$ cat src/hdl/irsw_pkg.sv
// Purpose: Shared constants and types for the single-wire infrared sensor read-out.
// Assumes: 125 MHz system clock.
// Notes:   All timing counts derive from times in their own units.
package irsw_pkg;

    localparam int unsigned CLK_MHZ           = 125;
    localparam int unsigned SAMPLE_BITS       = 15;
    localparam int unsigned DATA_BITS         = 14;
    // Least setup interval in microseconds after the start indication.
    localparam int unsigned START_SETUP_US    = 25;
    localparam int unsigned START_SETUP_CYC   = START_SETUP_US * CLK_MHZ;
    // Refresh interval in microseconds (3.7 ms typical).
    localparam int unsigned REFRESH_US        = 3700;
    localparam int unsigned REFRESH_CYC       = REFRESH_US * CLK_MHZ;
    // Quiet guard in microseconds after the last bit. It must outlast the host's
    // settling wait and its closing low pulse, or a queued start would spoil bit 0.
    localparam int unsigned END_GUARD_US      = 6;
    localparam int unsigned END_GUARD_CYC     = END_GUARD_US * CLK_MHZ;
    localparam int unsigned FIFO_DEPTH        = 16;
    localparam logic [14:0] IDLE_WORD         = 15'h0000;

    typedef enum logic [1:0] {
        IRSW_IDLE  = 2'b00,
        IRSW_START = 2'b01,
        IRSW_SHIFT = 2'b10,
        IRSW_END   = 2'b11
    } irsw_state_t;

    typedef struct packed {
        logic       valid;
        logic [13:0] value;
    } irsw_sample_t;

endpackage

$ cat src/hdl/irsw_link.sv
// Purpose: Device end of the single-wire sensor read-out link.
// Assumes: Samples arrive from the converter as 14-bit words; the host clocks the wire.
// Notes:   The wire is shared; this end drives it while it owns a phase, and holds it low whenever idle.
module irsw_link (
    // Clock and reset.
    input  wire logic        clk,
    input  wire logic        rst,
    // Sample input from the converter and filter.
    input  wire logic        sample_valid,
    input  wire logic [13:0] sample_value,
    output logic             sample_ready,
    // Shared link pin, split into its three signals.
    input  wire logic        shared_link_pin_in,
    output logic             shared_link_pin_out,
    output logic             shared_link_pin_oe,
    // Status.
    output logic             frame_busy
);

    ////////////////////////////////////////////////////////////////////////////
    // Pin synchroniser and edge detection.
    logic pin_meta;
    logic pin_sync;
    logic pin_prev;

    always_ff @(posedge clk) begin
        if (rst) begin
            pin_meta <= 1'b0;
            pin_sync <= 1'b0;
            pin_prev <= 1'b0;
        end else begin
            pin_meta <= shared_link_pin_in;
            pin_sync <= pin_meta;
            pin_prev <= pin_sync;
        end
    end

    wire pin_rise = pin_sync && !pin_prev;

    ////////////////////////////////////////////////////////////////////////////
    // Sample buffer between the converter and the serial stage.
    logic        fifo_valid;
    logic        fifo_take;
    logic [13:0] fifo_data;
    logic        fifo_in_ready;

    irsw_fifo #(
        .WIDTH (irsw_pkg::DATA_BITS),
        .DEPTH (irsw_pkg::FIFO_DEPTH)
    ) u_fifo (
        .clk       (clk),
        .rst       (rst),
        .in_valid  (sample_valid),
        .in_ready  (fifo_in_ready),
        .in_data   (sample_value),
        .out_valid (fifo_valid),
        .out_ready (fifo_take),
        .out_data  (fifo_data)
    );

    ////////////////////////////////////////////////////////////////////////////
    // Serial stage state.
    irsw_pkg::irsw_state_t state;
    irsw_pkg::irsw_state_t next_state;
    logic [14:0]           shift;
    logic [3:0]            bit_cnt;
    logic [31:0]           timer;
    logic [31:0]           low_timer;
    logic                  fresh;

    localparam logic [31:0] SETUP_CYC = 32'(irsw_pkg::START_SETUP_CYC);
    localparam logic [31:0] REFR_CYC  = 32'(irsw_pkg::REFRESH_CYC);
    localparam logic [31:0] GUARD_CYC = 32'(irsw_pkg::END_GUARD_CYC);
    localparam logic [3:0]  LAST_BIT  = 4'(irsw_pkg::SAMPLE_BITS);

    localparam irsw_pkg::irsw_state_t IRSW_IDLE_S  = irsw_pkg::IRSW_IDLE;
    localparam irsw_pkg::irsw_state_t IRSW_START_S = irsw_pkg::IRSW_START;
    localparam irsw_pkg::irsw_state_t IRSW_SHIFT_S = irsw_pkg::IRSW_SHIFT;
    localparam irsw_pkg::irsw_state_t IRSW_END_S   = irsw_pkg::IRSW_END;

    // Head of the buffer, carried as one word.
    irsw_pkg::irsw_sample_t head;
    assign head = {fifo_valid, fifo_data};

    wire [14:0] load_word  = {1'b0, head.value};
    wire        setup_done = (timer >= SETUP_CYC);
    // A data 0 in bit 0 hides the host's closing pulse, so the frame ends on a guard.
    wire        end_done   = (timer >= GUARD_CYC);
    // The timer runs only while a timed state persists, so every entry starts at zero.
    wire        timed_hold = ((state == IRSW_START_S) || (state == IRSW_END_S)) && (next_state == state);
    wire        low_reload = (state == IRSW_SHIFT_S) && !pin_sync && (low_timer >= REFR_CYC) && fifo_valid;
    // A start is raised only for a fresh sample, so stale reads see zeros.
    wire        start_go   = (state == IRSW_IDLE_S) && head.valid;

    assign fifo_take = start_go || low_reload;

    // Next-state selection.
    always_comb begin
        next_state = state;
        case (state)
            IRSW_IDLE_S: begin
                if (fifo_valid) next_state = IRSW_START_S;
            end
            IRSW_START_S: begin
                if (setup_done && pin_rise) next_state = IRSW_SHIFT_S;
            end
            IRSW_SHIFT_S: begin
                if (bit_cnt == LAST_BIT && !pin_sync) next_state = IRSW_END_S;
            end
            IRSW_END_S: begin
                if (end_done) next_state = IRSW_IDLE_S;
            end
            default: next_state = IRSW_IDLE_S;
        endcase
    end

    // Counters and shift register.
    always_ff @(posedge clk) begin
        if (rst) begin
            state     <= IRSW_IDLE_S;
            shift     <= irsw_pkg::IDLE_WORD;
            bit_cnt   <= 4'h0;
            timer     <= 32'h0;
            low_timer <= 32'h0;
            fresh     <= 1'b0;
        end else begin
            state     <= next_state;
            timer     <= timed_hold ? timer + 32'h1 : 32'h0;
            low_timer <= (state == IRSW_SHIFT_S && !pin_sync) ? low_timer + 32'h1 : 32'h0;
            if (start_go || low_reload) begin
                shift <= load_word;
                fresh <= 1'b1;
            end else if (state == IRSW_START_S && setup_done && pin_rise) begin
                bit_cnt <= 4'h1;
            end else if (state == IRSW_SHIFT_S && pin_rise) begin
                shift   <= {shift[13:0], 1'b0};
                bit_cnt <= bit_cnt + 4'h1;
            end else if (state == IRSW_END_S) begin
                shift   <= irsw_pkg::IDLE_WORD;
                bit_cnt <= 4'h0;
                fresh   <= 1'b0;
            end
        end
    end

    ////////////////////////////////////////////////////////////////////////////
    // Pin drive. The device drives its own phases and holds the wire low whenever idle, even under host pulses; during host high
    // phases the host's drive and ours agree, avoiding contention on data 1.
    logic next_out;
    logic next_oe;

    always_comb begin
        next_out = 1'b0;
        next_oe  = 1'b0;
        case (next_state)
            IRSW_IDLE_S: begin
                next_oe = !fresh;
            end
            IRSW_START_S: begin
                next_out = 1'b1;
                next_oe  = !(setup_done && !pin_sync);
            end
            IRSW_SHIFT_S: begin
                next_out = shift[14];
                next_oe  = pin_sync && !pin_rise;
            end
            IRSW_END_S: begin
                next_oe = 1'b1;
            end
            default: begin
                next_oe = 1'b0;
            end
        endcase
    end

    always_ff @(posedge clk) begin
        if (rst) begin
            shared_link_pin_out <= 1'b0;
            shared_link_pin_oe  <= 1'b0;
            sample_ready        <= 1'b0;
            frame_busy          <= 1'b0;
        end else begin
            shared_link_pin_out <= next_out;
            shared_link_pin_oe  <= next_oe;
            sample_ready        <= fifo_in_ready;
            frame_busy          <= (next_state == IRSW_START_S) || (next_state == IRSW_SHIFT_S);
        end
    end

endmodule // irsw_link

$ cat src/hdl/irsw_fifo.sv
// Purpose: Small synchronous FIFO with valid and ready on both sides.
// Assumes: Single clock, synchronous active-high reset.
// Notes:   Read data come out of a register; full and empty are exact.
module irsw_fifo #(
    parameter int WIDTH = 14,
    parameter int DEPTH = 16
) (
    // Clock and reset.
    input  wire logic             clk,
    input  wire logic             rst,
    // Fill side.
    input  wire logic             in_valid,
    output logic                  in_ready,
    input  wire logic [WIDTH-1:0] in_data,
    // Drain side.
    output logic                  out_valid,
    input  wire logic             out_ready,
    output logic      [WIDTH-1:0] out_data
);

    localparam int AW = $clog2(DEPTH);

    logic [WIDTH-1:0] mem [DEPTH];
    logic [AW:0]      wr_ptr;
    logic [AW:0]      rd_ptr;
    wire              empty = (wr_ptr == rd_ptr);
    wire              full  = (wr_ptr[AW-1:0] == rd_ptr[AW-1:0]) && (wr_ptr[AW] != rd_ptr[AW]);
    wire              push  = in_valid && !full;
    // The output register is refilled whenever it is empty or being taken.
    wire              pop   = !empty && (!out_valid || out_ready);

    assign in_ready = !full;

    ////////////////////////////////////////////////////////////////////////////
    // Storage and pointers.
    always_ff @(posedge clk) begin
        if (push) begin
            mem[wr_ptr[AW-1:0]] <= in_data;
        end
    end

    always_ff @(posedge clk) begin
        if (rst) begin
            wr_ptr    <= '0;
            rd_ptr    <= '0;
            out_valid <= 1'b0;
            out_data  <= '0;
        end else begin
            if (push) wr_ptr <= wr_ptr + 1'b1;
            if (pop) begin
                rd_ptr    <= rd_ptr + 1'b1;
                out_data  <= mem[rd_ptr[AW-1:0]];
                out_valid <= 1'b1;
            end else if (out_ready) begin
                out_valid <= 1'b0;
            end
        end
    end

endmodule // irsw_fifo

$ cat config.mk
export PLATFORM = sky130hd
export DESIGN_NAME = irsw_link
export DESIGN_NICKNAME = d
export VERILOG_FILES = /design/src/hdl/irsw_pkg.sv /design/src/hdl/irsw_link.sv /design/src/hdl/irsw_fifo.sv
export SDC_FILE = /design/constraint.sdc
export NUM_CORES = 1
export LEC_CHECK = 0
export BUFFER_PORTS_ARGS = -buffer_cell sky130_fd_sc_hd__buf_2
export CAP_MARGIN = 20
export CORE_MARGIN = 4
export CORE_UTILIZATION = 60
export DETAILED_ROUTE_END_ITERATION = 7
export PLACE_DENSITY = 0.83
export SETUP_SLACK_MARGIN = 0.3
export SYNTH_ARGS = -nofsm -noshare
export SYNTH_HDL_FRONTEND = slang
export SYNTH_SLANG_ARGS = --single-unit
$ cat constraint.sdc
create_clock -name clk -period 3.6 [get_ports clk]
set_clock_uncertainty 0.1 [all_clocks]
set_input_delay 0.18 -clock clk [delete_from_list [all_inputs] [get_ports clk]]
set_output_delay 0.18 -clock clk [all_outputs]
set_load 0.005 [all_outputs]
==> results of run 1 <==
## worst max-delay path, stage by stage, from the launching register on
cell       delay [ps]
dfxtp_1           590
nand2_1           160
or4b_1            480
a31oi_1           200
nand2_1           180
a31o_2            290
ha_1              220
a2111oi_0         380
a21oi_1            70
and3_1            190
## cells in the mapped netlist, types with 7 or more instances
| cell | instances | area [sq um] |
|---|---|---|
| o21ai_0 | 13 | 65.1 |
| nor4_1 | 10 | 62.6 |
| inv_1 | 37 | 139 |
| ha_1 | 16 | 200 |
| xnor2_1 | 19 | 166 |
| xor2_1 | 43 | 377 |
| nor2b_1 | 14 | 87.6 |
| and4_1 | 9 | 78.8 |
| buf_2 | 23 | 115 |
| and3_1 | 29 | 181 |
| a21oi_1 | 44 | 220 |
| nand4_1 | 24 | 150 |
| mux4_2 | 56 | 1260 |
| o221ai_1 | 12 | 105 |
| o22ai_1 | 14 | 87.6 |
| nor2_1 | 53 | 199 |
| nor3_1 | 9 | 45.0 |
| dfxtp_1 | 118 | 2360 |
| nand3_1 | 30 | 150 |
| o211ai_1 | 11 | 82.6 |
| a221oi_1 | 14 | 123 |
| and2_1 | 7 | 43.8 |
| clkbuf_1 | 24 | 90.1 |
| or3_1 | 7 | 43.8 |
| nand2_1 | 63 | 236 |
| a22o_1 | 14 | 123 |
| edfxtp_1 | 224 | 6730 |
## layer usage
layer | global-route usage (%) | part of all wire [%]
met4 | 5.74 | 2.1
met5 | 0 | 0
met2 | 36.6 | 51
met3 | 3.83 | 6.0
met1 | 28.9 | 41
## logic make-up after synthesis
family | Yosys count | synth area share (%)
compound gates | 149 | 7.42
xor+xnor | 62 | 3.86
fa+ha+maj | 16 | 1.42
buf+inv | 90 | 2.71
flops | 342 | 64.6
mux | 60 | 9.27
simple gates | 277 | 10.7
## metrics by stage
stage	hold slack (ps)	total power [mW]
after floorplan	179	5.91
after global placement	310	6.25
after detailed placement	300	6.31
after CTS	37.0	9.70
after global routing	88.9	10.1
final	60.8	9.63
## report_power, final
| group | leakage, nW | internal, mW | switching [mW] | total [mW] |
|---|---|---|---|---|
| clock network | 0.519 | 1.91 | 1.45 | 3.36 |
| logic | 1.70 | 0.788 | 0.939 | 1.73 |
| registers | 2.98 | 4.37 | 0.169 | 4.54 |
| total | 5.20 | 7.07 | 2.56 | 9.63 |
## sequential cells by signal (all words and copies together) (netlist names), 2 cells and up
name             flops
bit_cnt              4
timer               32
state                2
u_fifo.mem         224
u_fifo.out_data     14
low_timer           32
u_fifo.rd_ptr        5
u_fifo.wr_ptr        5
shift               15
## worst max-delay path by stage
stage	from	to	slack, ps
final	state[0]	shared_link_pin_oe	650
after global placement	timer[1]	shared_link_pin_oe	750
after global routing	state[0]	shared_link_pin_oe	480
after CTS	state[0]	shared_link_pin_oe	700
after detailed placement	state[0]	shared_link_pin_oe	690
after floorplan	timer[1]	shared_link_pin_oe	930
## area by class of cell
class	count	area share (%)
multi-input combinational	564	29.3
clock inverter	18	1.13
tap	313	2.50
inverter	37	0.886
timing repair buffer	52	2.57
clock buffer	41	5.59
sequential	342	58.0
## what timing repair did
action / in CTS / in global routing
hold buffers: 16 / 0
endpoints found under the setup margin: 0 / 0
endpoints found under the hold margin: 226 / 0
==> out/results.ini, run 1 <==
[run_status]
status = completed

[logic_synthesis]
ys_warn_count = 0
ys_seq_area_share_pct = 64.6
async_reset_ff_share_pct = 0
synth_cells = 996
netlist_area_sq_um = 14100
syn_area_per_cell_sq_um = 14.1
synth_fp_nets = 1030
synth-seq-cells = 342
yosysUniqueCellTypes = 59
synth_edf_count = 224
yosys_most_used_dff = edfxtp_1

[final_layout]
drive_gt1_share_pct = 15.2
layout.nets = 1065
layout_commonest_cell = edfxtp_1
num_antenna_cells = 0
mostFrequentLayoutCells = edfxtp_1, dfxtp_1, nand2_1
n_fill_cell = 1520
stdcell_area_sq_um = 15700
stdcell_count = 1367
multiInputGateArea_sq_um = 4600
area_growth_pct = 11.5
post-route-util_pct = 68.6
seqCellArea_sq_um = 9090

[sta]
timing.fmax_mhz = 339
fin_ws_ps = 648
finalMaxSlewViolations = 0
relSlewSlack_pct = 30.8
setup_viol = 0
tns_ps = 0
rsz0062_at_grt = no
max_slew.worst_pin.slew_ps = 1030
finalHoldViolations = 0
fin_crit_sh_pct = 82.0
min_period_ps = 2950

[hold_path]
hp-class = primary input to flop
worst_hold_startpoint = rst
hold_depth = 2
holdPathEnd = u_fifo.wr_ptr[0]

[global_routing]
overflow = 0
grt_max_degree = 60
grt_pass1_vias = 8260
antenna_found_initial = 0
grt_usage_pct = 21.5
grt_pass1_wl_um = 44200

[detailed_routing]
via_count = 8377
drt_first_pass_iters = 5
antenna_left = 0
wl_per_cell_um = 20.1
wl_um = 27500
drc = 0
routed_via_density = 6.13
drt_iter0_markers = 740

[pwr]
peakVddDrop_mv = 0.473
p_leak_nw = 5.20
powerDensity_nw_per_um2 = 614

[place]
place_ws_ps = 692
gp_congestion = 0.812
hpwl_um = 16500
place_inst = 1292
numPortBuffers = 21
dpl_cell_area_sq_um = 14500

[floorplanning]
die_y_um = 161
ios = 22
die_area_sq_um = 26000
core_area_sq_um = 22800
rows = 55
die_w_um = 161
initial_core_util_pct = 61.6

[critical_path]
r2r_cells = 9
endpoint_kind = flop
arrival_ps = 3260
reg2reg_slack_ps = 650
path_class = flop to flop
cp-start-kind = flop
worstReg2RegStart = state[0]
worstPathRequired_ps = 3910
cp_max_fo = 15
r2r-end = shared_link_pin_oe

[clock_network]
htreeDepth = 2
cts_root_buffer = clkbuf_16
worstSkewPairLatency_ps = 530
cts_inserted_buffers = 34
cts.path.max_buffers = 3
cts_tree = built
ctsResizeCount = 0
cts_setup_buffers = 0
clkTransAtPathRegs_ps = 60
cts_sinks = 342

[run]
maxCapViolations = 0

(Power assumes the default switching activity.)
==> run 2, diff against run 1 <==
Clock period 3.6 ns to 2.8 ns, I/O delays scaled along.
==> out/results.ini, run 2 (synthesis gave the netlist of run 1 again) <==
[run_status]
status = completed

[global_routing]
grt_pass1_wl_um = 47100  ; +6.7%
overflow = 0  ; unchanged
antenna_found_initial = 0  ; unchanged
grt_pass1_vias = 8769  ; +6.2%
grt_usage_pct = 22.8  ; +1.4 points
grt_max_degree = 33  ; -45%

[final_layout]
num_antenna_cells = 0  ; unchanged
stdcell_area_sq_um = 16100  ; +3.0%
area_growth_pct = 14.8
layout.nets = 1099  ; +3.2%
n_fill_cell = 1481  ; -2.6%
mostFrequentLayoutCells = edfxtp_1, dfxtp_1, nand2_1
layout_commonest_cell = edfxtp_1
largest_reg_flops = 224  ; unchanged
drive_gt1_share_pct = 19.3  ; +4.1 points

[sta]
setup_viol = 0  ; unchanged
min_period_ps = 2580  ; -367 ps
rsz0062_at_grt = yes
tns_ps = 0  ; unchanged
fin_crit_sh_pct = 92.3  ; +10 points
timing.fmax_mhz = 387  ; +14%
relSlewSlack_pct = 43.8  ; +13 points
fin_ws_ps = 215  ; -433 ps
finalMaxSlewViolations = 0  ; unchanged
max_slew.worst_pin.slew_ps = 836  ; -199 ps
finalHoldViolations = 0  ; unchanged

[detailed_routing]
wl_um = 29200  ; +6.0%
wl_met3_um = 1960  ; +18%
wl_met2_um = 14900  ; +6.5%
drt_iter0_markers = 673  ; -9.1%
drt_first_pass_iters = 7  ; +2
wl_per_cell_um = 20.8  ; +3.3%
top_layer = met4
routed_via_density = 6.15  ; +0.30%
via_count = 8617  ; +2.9%
wl_met1_um = 11500  ; +1.4%
antenna_left = 0  ; unchanged
drc = 0  ; unchanged

[clock_network]
clkTransAtPathRegs_ps = 60  ; about the same
cts_root_buffer = clkbuf_16
worstSkewPairLatency_ps = 520  ; about the same
htreeDepth = 2  ; unchanged
cts_tree = built
cts_sinks = 342  ; unchanged
cts_inserted_buffers = 35  ; +2.9%
cts.path.max_buffers = 3  ; unchanged

[pwr]
powerDensity_nw_per_um2 = 801  ; +31%
p_leak_nw = 5.44  ; +4.6%
peakVddDrop_mv = 0.604  ; +28%

[floorplanning]
core_area_sq_um = 22800  ; unchanged
rows = 55  ; unchanged
ios = 22  ; unchanged
die_area_sq_um = 26000  ; unchanged
die_w_um = 161  ; unchanged
initial_core_util_pct = 61.6  ; unchanged
die_y_um = 161  ; unchanged

[critical_path]
crit_chain = inv_2, ha_4, nor3b_4, o21ai_2, a211o_1, a31o_4, a31o_4, ha_4, a2111oi_4, a21oi_1, and3_1
timing.critical_path.buf_inv = 1  ; +1
crit_slowest_cell = a211o_1
path_class = flop to flop
critical-path-top-delay-family = compound AO/OA/AOI/OAI gates
reg2reg_slack_ps = 220  ; -430 ps
cp_max_fo = 3  ; -12
slowest_delay_ps = 350  ; -240 ps
worstPathRequired_ps = 3100  ; -810 ps
worstReg2RegStart = timer[1]
arrival_ps = 2890  ; -370 ps
cp-start-kind = flop
r2r_cells = 11  ; +2
r2r-end = shared_link_pin_oe
endpoint_kind = flop

[place]
place_ws_ps = 141  ; -551 ps
gp_congestion = 0.810  ; -0.28%
numPortBuffers = 21  ; unchanged
dpl_cell_area_sq_um = 14600  ; +1.3%
hpwl_um = 17200  ; +4.2%

[hold_path]
hold_depth = 1  ; -1
holdPathEnd = pin_sync
hp-class = flop to flop
worst_hold_startpoint = pin_meta

[run]
maxCapViolations = 0  ; unchanged

[run 2: cell types whose count changed in the layout (fill, tap and decap cells not counted), sizes merged]
cell         change
buf             +31
clkbuf           +7
inv              -3
clkinv           -2
dlygate4sd3      +2
bufinv           +1
clkinvlp         -1
[run 2: worst reg2reg max path: cells and delay by family, from the launching register on]
family / cells / cell delay (ps)
adders and majority gates: 2 / 330
AOI/OAI and AO/OA: 6 / 1320
buffers and inverters: 1 / 60
and+or+nand+nor: 2 / 330
DFF: 1 / 340
[run 2: power by group]
group | internal, mW | total, mW | leakage, nW | switching [mW]
clock network | 2.70 | 4.56 | 0.553 | 1.87
logic | 1.19 | 2.55 | 1.90 | 1.36
registers | 5.62 | 5.83 | 2.98 | 0.203
total | 9.51 | 12.9 | 5.44 | 3.43
[run 2: timing repair]
action,in CTS,in global routing
hold endpoints to repair,234,0
hold buffers,18,0
resized for setup,16,9
pin swaps,8,8
setup endpoints to repair,1,14
buffers inserted,5,4
[run 2: how the worst max path moves through the flow]
stage,startpoint,endpoint,slack (ps),cells after the start
after global placement,timer[1],shared_link_pin_oe,190,11
after detailed placement,timer[1],shared_link_pin_oe,140,11
final,timer[1],shared_link_pin_oe,220,11
after floorplan,timer[1],shared_link_pin_oe,300,11
after global routing,timer[1],shared_link_pin_oe,110,11
after CTS,timer[1],shared_link_pin_oe,280,11
[run 2: metrics by stage]
step	utilization [%]	hold WS [ps]	instances	total power [mW]
3_3_place_gp	64.1	265	1314	8.17
2_1_floorplan	-	139	996	7.64
6_report	70.7	351	1402	12.9
5_1_grt	70.7	364	1402	13.5
4_1_cts	70.4	353	1398	12.9
3_5_place_dp	64.1	272	1314	8.25
[run 2: cell type report]
| class | instances | area [sq um] | share of cell area [%] |
|---|---|---|---|
| clock buffer | 48 | 965 | 5.97 |
| tap | 313 | 392 | 2.43 |
| inverter | 37 | 141 | 0.876 |
| multi-input combinational | 564 | 4730 | 29.3 |
| clock inverter | 13 | 160 | 0.992 |
| sequential | 342 | 9100 | 56.4 |
| timing repair buffer | 85 | 656 | 4.06 |
[run 2: layer usage]
metal / track usage, % / up-vias
li1: - / 3947
met4: 7.37 / 0
met1: 29.4 / 4295
met2: 39.9 / 301
met3: 4.08 / 74
met5: 0 / -
